### src/verilog/nvtc_pkg.sv
// Purpose: shared constants and types for the nonvolatile transfer control
// Assumes: 125 MHz system clock
// Notes: times kept in their own units, cycle counts derived from them
package nvtc_pkg;

    localparam int unsigned CLK_MHZ = 125;
    localparam int unsigned CLK_PERIOD_NS = 8;

    // ------------------------------------------------------------------
    // timing
    // ------------------------------------------------------------------
    localparam int unsigned POWERUP_READ_DELAY_US = 200;
    localparam int unsigned POWERUP_WRITE_DELAY_MS = 5;
    localparam int unsigned STORE_COMPLETION_TIME_MS = 5;
    localparam int unsigned STORE_TYPICAL_TIME_MS = 2;
    localparam int unsigned AUTO_STORE_CYCLE_TIME_MS = 5;
    localparam int unsigned RECALL_OUTPUT_FLOAT_TIME_NS = 500;
    localparam int unsigned RECALL_CYCLE_TIME_US = 2;
    localparam int unsigned STORE_CLOCK_COUNT = 8;

    // longest times round down, least times round up
    localparam int unsigned POWERUP_READ_CYCLES =
        POWERUP_READ_DELAY_US * CLK_MHZ;
    localparam int unsigned POWERUP_WRITE_CYCLES =
        POWERUP_WRITE_DELAY_MS * 1000 * CLK_MHZ;
    localparam int unsigned STORE_CYCLES =
        STORE_TYPICAL_TIME_MS * 1000 * CLK_MHZ;
    localparam int unsigned STORE_MAX_CYCLES =
        STORE_COMPLETION_TIME_MS * 1000 * CLK_MHZ;
    localparam int unsigned AUTO_STORE_CYCLES =
        AUTO_STORE_CYCLE_TIME_MS * 1000 * CLK_MHZ;
    localparam int unsigned RECALL_CYCLES =
        (RECALL_CYCLE_TIME_US * 1000 + CLK_PERIOD_NS - 1) / CLK_PERIOD_NS;
    localparam int unsigned FLOAT_CYCLES =
        RECALL_OUTPUT_FLOAT_TIME_NS / CLK_PERIOD_NS;

    localparam int unsigned CNT_W = 24;

    // ------------------------------------------------------------------
    // types
    // ------------------------------------------------------------------
    typedef enum logic [2:0] {
        NVTC_PWR_RECALL = 3'b000,
        NVTC_IDLE = 3'b001,
        NVTC_RECALL = 3'b010,
        NVTC_STORE = 3'b011,
        NVTC_AUTO_STORE = 3'b100,
        NVTC_HALTED = 3'b101
    } nvtc_state_t;

    // one instruction from the serial decoder, pulse per field except busy, which is held as a level
    typedef struct packed {
        logic recall_instruction;
        logic store_instruction;
        logic set_write_enable;
        logic clr_write_enable;
        logic set_auto_store_enable;
        logic clr_auto_store_enable;
        logic busy;
    } nvtc_cmd_t;

    // transfer strobes toward the memory arrays
    typedef struct packed {
        logic recall_active;
        logic store_active;
        logic done;
    } nvtc_xfer_t;

endpackage

### src/verilog/nvtc_top.sv
// Behaviour
// - recall input low while idle and busy low starts a hardware recall, latches ignored
// - store finishes within 5 ms after clock 8 of the store instruction
// - serial output released to high impedance within 500 ns of recall
// - automatic store on supply loss completes within 5 ms
// - power-up clears write-enable and auto-store-enable latches
// - prior-recall set only by recall; store needs it and write-enable
// - power-up recall leaves prior-recall clear; commands ignored meanwhile
//
// Purpose: sequences recall and store transfers of the shadow memory
// Assumes: serial decoding done outside; cmd pulses arrive after clock 8
// Notes: supply-low comes from an analog detector outside this block
`timescale 1ns/1ps
module nvtc_top #(
    parameter int unsigned STORE_CYCLES = nvtc_pkg::STORE_CYCLES,
    parameter int unsigned AUTO_STORE_CYCLES = nvtc_pkg::AUTO_STORE_CYCLES,
    parameter int unsigned POWERUP_READ_CYCLES =
        nvtc_pkg::POWERUP_READ_CYCLES,
    parameter int unsigned POWERUP_WRITE_CYCLES =
        nvtc_pkg::POWERUP_WRITE_CYCLES
) (
    input wire logic SYS_CLK_I,
    input wire logic NRST_I,
    input wire nvtc_pkg::nvtc_cmd_t CMD_I,
    input wire logic RECALL_N_I,
    input wire logic SUPPLY_LOW_I,
    output nvtc_pkg::nvtc_xfer_t XFER_O,
    output logic SO_FLOAT_O,
    output logic WRITE_ENABLE_O,
    output logic AUTO_STORE_ENABLE_O,
    output logic PRIOR_RECALL_O,
    output logic READ_OK_O,
    output logic WRITE_OK_O,
    output logic CMD_ACCEPT_O
);
    import nvtc_pkg::*;

    // ------------------------------------------------------------------
    // state
    // ------------------------------------------------------------------
    nvtc_state_t state_reg, state_next;
    logic [CNT_W-1:0] cnt_reg, cnt_next;
    logic [CNT_W-1:0] pwr_reg, pwr_next;
    logic wel_reg, wel_next;
    logic asel_reg, asel_next;
    logic prl_reg, prl_next;
    logic float_reg, float_next;
    logic done_reg, done_next;
    logic rdok_reg, rdok_next;
    logic wrok_reg, wrok_next;

    function automatic logic [CNT_W-1:0] cyc(input int unsigned n);
        cyc = CNT_W'(n - 1);
    endfunction

    // ------------------------------------------------------------------
    // next state
    // ------------------------------------------------------------------
    always_comb begin
        state_next = state_reg;
        cnt_next = cnt_reg;
        pwr_next = pwr_reg;
        wel_next = wel_reg;
        asel_next = asel_reg;
        prl_next = prl_reg;
        float_next = float_reg;
        done_next = 1'b0;
        rdok_next = rdok_reg;
        wrok_next = wrok_reg;

        // power-up delay windows
        if (pwr_reg != cyc(POWERUP_WRITE_CYCLES)) begin
            pwr_next = pwr_reg + CNT_W'(1);
        end
        if (pwr_reg >= cyc(POWERUP_READ_CYCLES)) begin
            rdok_next = 1'b1;
        end
        if (pwr_reg == cyc(POWERUP_WRITE_CYCLES)) begin
            wrok_next = 1'b1;
        end

        // supply loss with auto-store enabled overrides everything that runs on the array
        if (SUPPLY_LOW_I && asel_reg && state_reg != NVTC_AUTO_STORE &&
            state_reg != NVTC_HALTED) begin
            state_next = NVTC_AUTO_STORE;
            cnt_next = cyc(AUTO_STORE_CYCLES);
        end else begin
            unique case (state_reg)
                NVTC_PWR_RECALL: begin
                    // commands are dropped here, prior-recall stays clear
                    float_next = 1'b1;
                    if (cnt_reg == '0) begin
                        state_next = NVTC_IDLE;
                        float_next = 1'b0;
                        done_next = 1'b1;
                    end else begin
                        cnt_next = cnt_reg - CNT_W'(1);
                    end
                end
                NVTC_IDLE: begin
                    if (!RECALL_N_I && !CMD_I.busy) begin
                        state_next = NVTC_RECALL;
                        cnt_next = cyc(RECALL_CYCLES);
                        float_next = 1'b1;
                    end else if (CMD_I.recall_instruction && RECALL_N_I) begin
                        state_next = NVTC_RECALL;
                        cnt_next = cyc(RECALL_CYCLES);
                        float_next = 1'b1;
                    end else if (CMD_I.store_instruction && RECALL_N_I &&
                                 wel_reg && prl_reg) begin
                        state_next = NVTC_STORE;
                        cnt_next = cyc(STORE_CYCLES);
                    end else begin
                        if (CMD_I.set_write_enable) begin
                            wel_next = 1'b1;
                        end else if (CMD_I.clr_write_enable) begin
                            wel_next = 1'b0;
                        end
                        if (CMD_I.set_auto_store_enable) begin
                            asel_next = 1'b1;
                        end else if (CMD_I.clr_auto_store_enable) begin
                            asel_next = 1'b0;
                        end
                    end
                end
                NVTC_RECALL: begin
                    if (cnt_reg == '0) begin
                        state_next = NVTC_IDLE;
                        prl_next = 1'b1;
                        float_next = 1'b0;
                        done_next = 1'b1;
                    end else begin
                        cnt_next = cnt_reg - CNT_W'(1);
                    end
                end
                NVTC_STORE: begin
                    if (cnt_reg == '0) begin
                        state_next = NVTC_IDLE;
                        done_next = 1'b1;
                    end else begin
                        cnt_next = cnt_reg - CNT_W'(1);
                    end
                end
                NVTC_AUTO_STORE: begin
                    if (cnt_reg == '0) begin
                        // supply is going away; wait for reset
                        state_next = NVTC_HALTED;
                        done_next = 1'b1;
                    end else begin
                        cnt_next = cnt_reg - CNT_W'(1);
                    end
                end
                NVTC_HALTED: begin
                    state_next = NVTC_HALTED;
                end
                default: begin
                    state_next = NVTC_IDLE;
                end
            endcase
        end
    end

    // ------------------------------------------------------------------
    // registers
    // ------------------------------------------------------------------
    always_ff @(posedge SYS_CLK_I) begin
        if (!NRST_I) begin
            state_reg <= NVTC_PWR_RECALL;
            cnt_reg <= CNT_W'(RECALL_CYCLES - 1);
            pwr_reg <= '0;
            wel_reg <= 1'b0;
            asel_reg <= 1'b0;
            prl_reg <= 1'b0;
            float_reg <= 1'b1;
            done_reg <= 1'b0;
            rdok_reg <= 1'b0;
            wrok_reg <= 1'b0;
        end else begin
            state_reg <= state_next;
            cnt_reg <= cnt_next;
            pwr_reg <= pwr_next;
            wel_reg <= wel_next;
            asel_reg <= asel_next;
            prl_reg <= prl_next;
            float_reg <= float_next;
            done_reg <= done_next;
            rdok_reg <= rdok_next;
            wrok_reg <= wrok_next;
        end
    end

    // ------------------------------------------------------------------
    // outputs
    // ------------------------------------------------------------------
    logic rcl_act_reg, rcl_act_next;
    logic sto_act_reg, sto_act_next;
    logic acc_reg, acc_next;

    always_comb begin
        rcl_act_next = (state_next == NVTC_RECALL) ||
                       (state_next == NVTC_PWR_RECALL);
        sto_act_next = (state_next == NVTC_STORE) ||
                       (state_next == NVTC_AUTO_STORE);
        // built from next values so the flop matches the live idle state
        acc_next = rdok_next && (state_next == NVTC_IDLE);
    end

    always_ff @(posedge SYS_CLK_I) begin
        if (!NRST_I) begin
            rcl_act_reg <= 1'b1;
            sto_act_reg <= 1'b0;
            acc_reg <= 1'b0;
        end else begin
            rcl_act_reg <= rcl_act_next;
            sto_act_reg <= sto_act_next;
            acc_reg <= acc_next;
        end
    end

    assign XFER_O = '{recall_active: rcl_act_reg,
                      store_active: sto_act_reg,
                      done: done_reg};
    assign SO_FLOAT_O = float_reg;
    assign WRITE_ENABLE_O = wel_reg;
    assign AUTO_STORE_ENABLE_O = asel_reg;
    assign PRIOR_RECALL_O = prl_reg;
    assign READ_OK_O = rdok_reg;
    assign WRITE_OK_O = wrok_reg;
    assign CMD_ACCEPT_O = acc_reg;

endmodule // nvtc_top

### config.mk
export PLATFORM = sky130hd
export DESIGN_NAME = nvtc_top
export DESIGN_NICKNAME = d
export VERILOG_FILES = /design/src/verilog/nvtc_pkg.sv /design/src/verilog/nvtc_top.sv
export SDC_FILE = /design/constraint.sdc
export NUM_CORES = 1
export LEC_CHECK = 0
export BUFFER_PORTS_ARGS = -buffer_cell sky130_fd_sc_hd__buf_2
export CORE_MARGIN = 5
export CORE_UTILIZATION = 40
export DETAILED_ROUTE_END_ITERATION = 6
export GPL_TIMING_DRIVEN = 0
export MAX_ROUTING_LAYER = met4
export PLACE_DENSITY = 0.56
export SLEW_MARGIN = 15
export SYNTH_ARGS = -nofsm -noshare
export SYNTH_HDL_FRONTEND = slang
export SYNTH_SLANG_ARGS = --single-unit
### constraint.sdc
create_clock -name SYS_CLK_I -period 2.62 [get_ports SYS_CLK_I]
set_input_delay 0.131 -clock SYS_CLK_I [delete_from_list [all_inputs] [get_ports SYS_CLK_I]]
set_output_delay 0.131 -clock SYS_CLK_I [all_outputs]
set_load 0.01 [all_outputs]
==> results.json <==
{
  "power.leakage_nw": 1.39,
  "fin_tns_setup_ns": 0,
  "yosys_register_bits": 61,
  "yosysWarnings": 0,
  "antenna_found_initial": 0,
  "fillers": 806,
  "synth_edf_count": 0,
  "ctsHtreeMaxLevel": 3,
  "die_x_um": 100,
  "die_area_um2": 10000,
  "worst_path_most_repeated_cell": "clkbuf_1",
  "slowest_stage": "o31ai_1",
  "required_ns": 2.86,
  "antenna_cells": 0,
  "tightest_slew_ns": 0.874,
  "rsz0062_at_grt": "no",
  "synth_compound_area_share_pct": 18.5,
  "cts_tree": "built",
  "syn-cell-area_um2": 3240,
  "synth.largest_area_cell": "dfxtp_1",
  "synth_top_family_by_area": "simple AND/OR/NAND/NOR gates",
  "vdd_drop_max_mv": 0.324,
  "hold_end": "WRITE_ENABLE_O",
  "powerDensity_nw_per_um2": 477,
  "row_count": 32,
  "synth.avg_cell_area_um2": 8.14,
  "holdCritPathClass": "in2reg",
  "regToRegSetupSlack_ns": 0.19,
  "synthTopCellsByArea": "dfxtp_1 38%, nor2_1 4.2%, nand2_1 3.9%",
  "viasPerCell": 5.72,
  "fin_util_pct": 47.2,
  "skew_ns": 0.00910,
  "core-area_um2": 7810,
  "chipHeight_um": 100,
  "reg2reg_from": "state_reg[2]",
  "clock-root-buffer": "clkbuf_8",
  "place_hpwl_um": 6220,
  "drt_iter0_drc": 205,
  "ant_nets": 0,
  "r2r.worst_path.cells": 6,
  "max_freq_mhz": 412,
  "clkTransAtPathRegs_ns": 0.07,
  "startpoint_type": "flip-flop",
  "cts_hold_buf": 0,
  "setup_viol": 0,
  "totalWireLength_um": 8810,
  "synthMuxAreaShare_pct": 4.09,
  "grt_pass1_vias": 2914,
  "max_slew_margin_pct": 41.5,
  "start_util_pct": 41.5,
  "regArea_um2": 1220,
  "cp_max_fo": 10,
  "dpl_cell_area_um2": 3470,
  "period_needed_ns": 2.43,
  "crit_chain": "clkbuf_1, o31ai_1, o21a_1, clkbuf_1, o21ai_0, a31o_2",
  "synth_xor_area_share_pct": 4.86,
  "overflow": 0,
  "cts_buffers": 9,
  "clock_latency_ns": 0.35,
  "status": "complete, no violations",
  "instances_no_fill": 536,
  "grt_max_degree": 11,
  "mappedNetlistNets": 411,
  "critPathCaptureType": "flip-flop",
  "async_flop_share_pct": 0,
  "max_stage_delay_ns": 0.74,
  "wire_per_inst_um": 16.4,
  "cts_sinks": 61,
  "drive_above_1_share_pct": 13.1,
  "multiInputGateArea_um2": 1920,
  "remaining_drc_errors": 0,
  "via_count": 3066,
  "cap_violations": 0,
  "grt_pass1_wl_um": 14700,
  "min_from": "CMD_I[4]",
  "max-clock-path-buffers": 2,
  "hold_depth": 3,
  "synth_adder_area_share_pct": 0.772,
  "ys.flop_type": "dfxtp_1",
  "ys_seq_area_share_pct": 37.7,
  "port_buffers": 20,
  "grt_usage_pct": 18.9,
  "fin_crit_sh_pct": 92.7,
  "critPathArrivalTime_ns": 2.67,
  "nets": 443,
  "place_inst": 520,
  "crit_type": "reg2reg",
  "r2r_end": "cnt_reg[14]",
  "first_pass_iters": 5,
  "hold_violations": 0,
  "ys_types": 58,
  "syn_to_final_growth_pct": 13.7,
  "yosysTopAreaCellShare_pct": 37.7,
  "gp_congestion": 0.938,
  "post-route-cell-area_um2": 3690,
  "slew_violations": 0,
  "syn_inst": 398,
  "synth-simple-area-share_pct": 29.4,
  "ios": 21
}
[per-layer routing]
| layer | up-vias | global-route usage, % | part of all wire (%) |
|---|---|---|---|
| met1 | 1429 | 24.5 | 47 |
| met3 | 16 | 4.93 | 6.0 |
| li1 | 1528 | - | - |
| met4 | 0 | 8.50 | 2.1 |
| met5 | - | - | 0 |
| met2 | 93 | 27.4 | 45 |
[power breakdown]
group          internal (W)  switching (W)   total, W  leakage [nW]
combinational     0.0000342      0.0000490  0.0000832         0.812
sequential         0.000938      0.0000151   0.000953         0.493
clock              0.000362       0.000361   0.000723        0.0833
total               0.00133       0.000425    0.00176          1.39
[kinds of logic after synthesis]
family,after synthesis
and+or+nand+nor,180
AOI/OAI and AO/OA,89
DFF,61
buffers and inverters,35
xor gates and xnor gates,18
muxes,13
adders and majority gates,2
[worst max path at each step]
stage                  from     endpoint  cells past startpoint
2_1_floorplan   cnt_reg[17]   SO_FLOAT_O                      6
3_3_place_gp     cnt_reg[0]  cnt_reg[14]                      8
3_5_place_dp     cnt_reg[0]  cnt_reg[14]                      8
4_1_cts          cnt_reg[5]  cnt_reg[14]                      6
5_1_grt        state_reg[2]  cnt_reg[14]                      6
6_report       state_reg[2]  cnt_reg[14]                      6
[critical path: cells and delay by family (launching register included)]
family | cells | cell delay (ns)
flops | 1 | 0.31
compound gates | 4 | 1.44
buf+inv | 2 | 0.59
[area by class of cell]
type	count	area share, %
plain buffers	21	2.68
clock buffers	13	4.04
clock inverters	2	0.272
inverters	14	1.43
multi-input cells	302	52.1
flip-flops and latches	61	33.1
well taps	102	3.46
repair buffers	21	2.92
[synthesized netlist by cell type, drive strengths merged (2+ instances only)]
cell,number
a2111oi,2
a211oi,4
a21boi,4
a21oi,18
a22oi,2
a31oi,5
and2,11
and3,2
buf,7
clkbuf,14
dfxtp,61
ha,2
inv,14
mux2,2
mux2i,11
nand2,34
nand2b,4
nand3,21
nand4,7
nor2,36
nor2b,4
nor3,15
nor3b,3
nor4,18
o2111ai,2
o211a,2
o211ai,3
o21a,3
o21ai,22
o221ai,2
o22ai,2
o2bb2ai,2
o31a,2
o31ai,5
o41ai,2
or3,15
or4,5
xnor2,10
xor2,8
[stage by stage]
step / worst slack, ns / power [W] / hold WS (ns)
6_report: 0.191 / 0.00176 / 0.0410
3_5_place_dp: -0.0552 / 0.00105 / 0.400
3_3_place_gp: -0.0383 / 0.00105 / 0.399
5_1_grt: 0.00992 / 0.00184 / 0.0372
2_1_floorplan: 0.500 / 0.00102 / 0.278
4_1_cts: 0.0710 / 0.00177 / 0.0369
[what timing repair did]
action / CTS / global route
resized for setup: 2 / 5
setup buffers: 0 / 1
pin swaps: 0 / 1
setup endpoints to repair: 11 / 20
[cells in the final DEF (no fill, tap or decap), types with 7 or more instances in the layout]
cell type  netlist  routed
clkbuf_1        13      16
xor2_1           8       8
nor2_1          36      35
dfxtp_1         61      61
or3_1           14      14
buf_2            4      24
nor3_1          15      15
a21oi_1         16      16
clkbuf_8         0      10
and2_1          11      11
nand3_1         21      21
mux2i_1         11      11
nand2_1         34      34
o21ai_0         19      19
nand4_1          7       7
nor4_1          16      12
xnor2_1         10      10
inv_1           14      14
(Power assumes the default switching activity.)
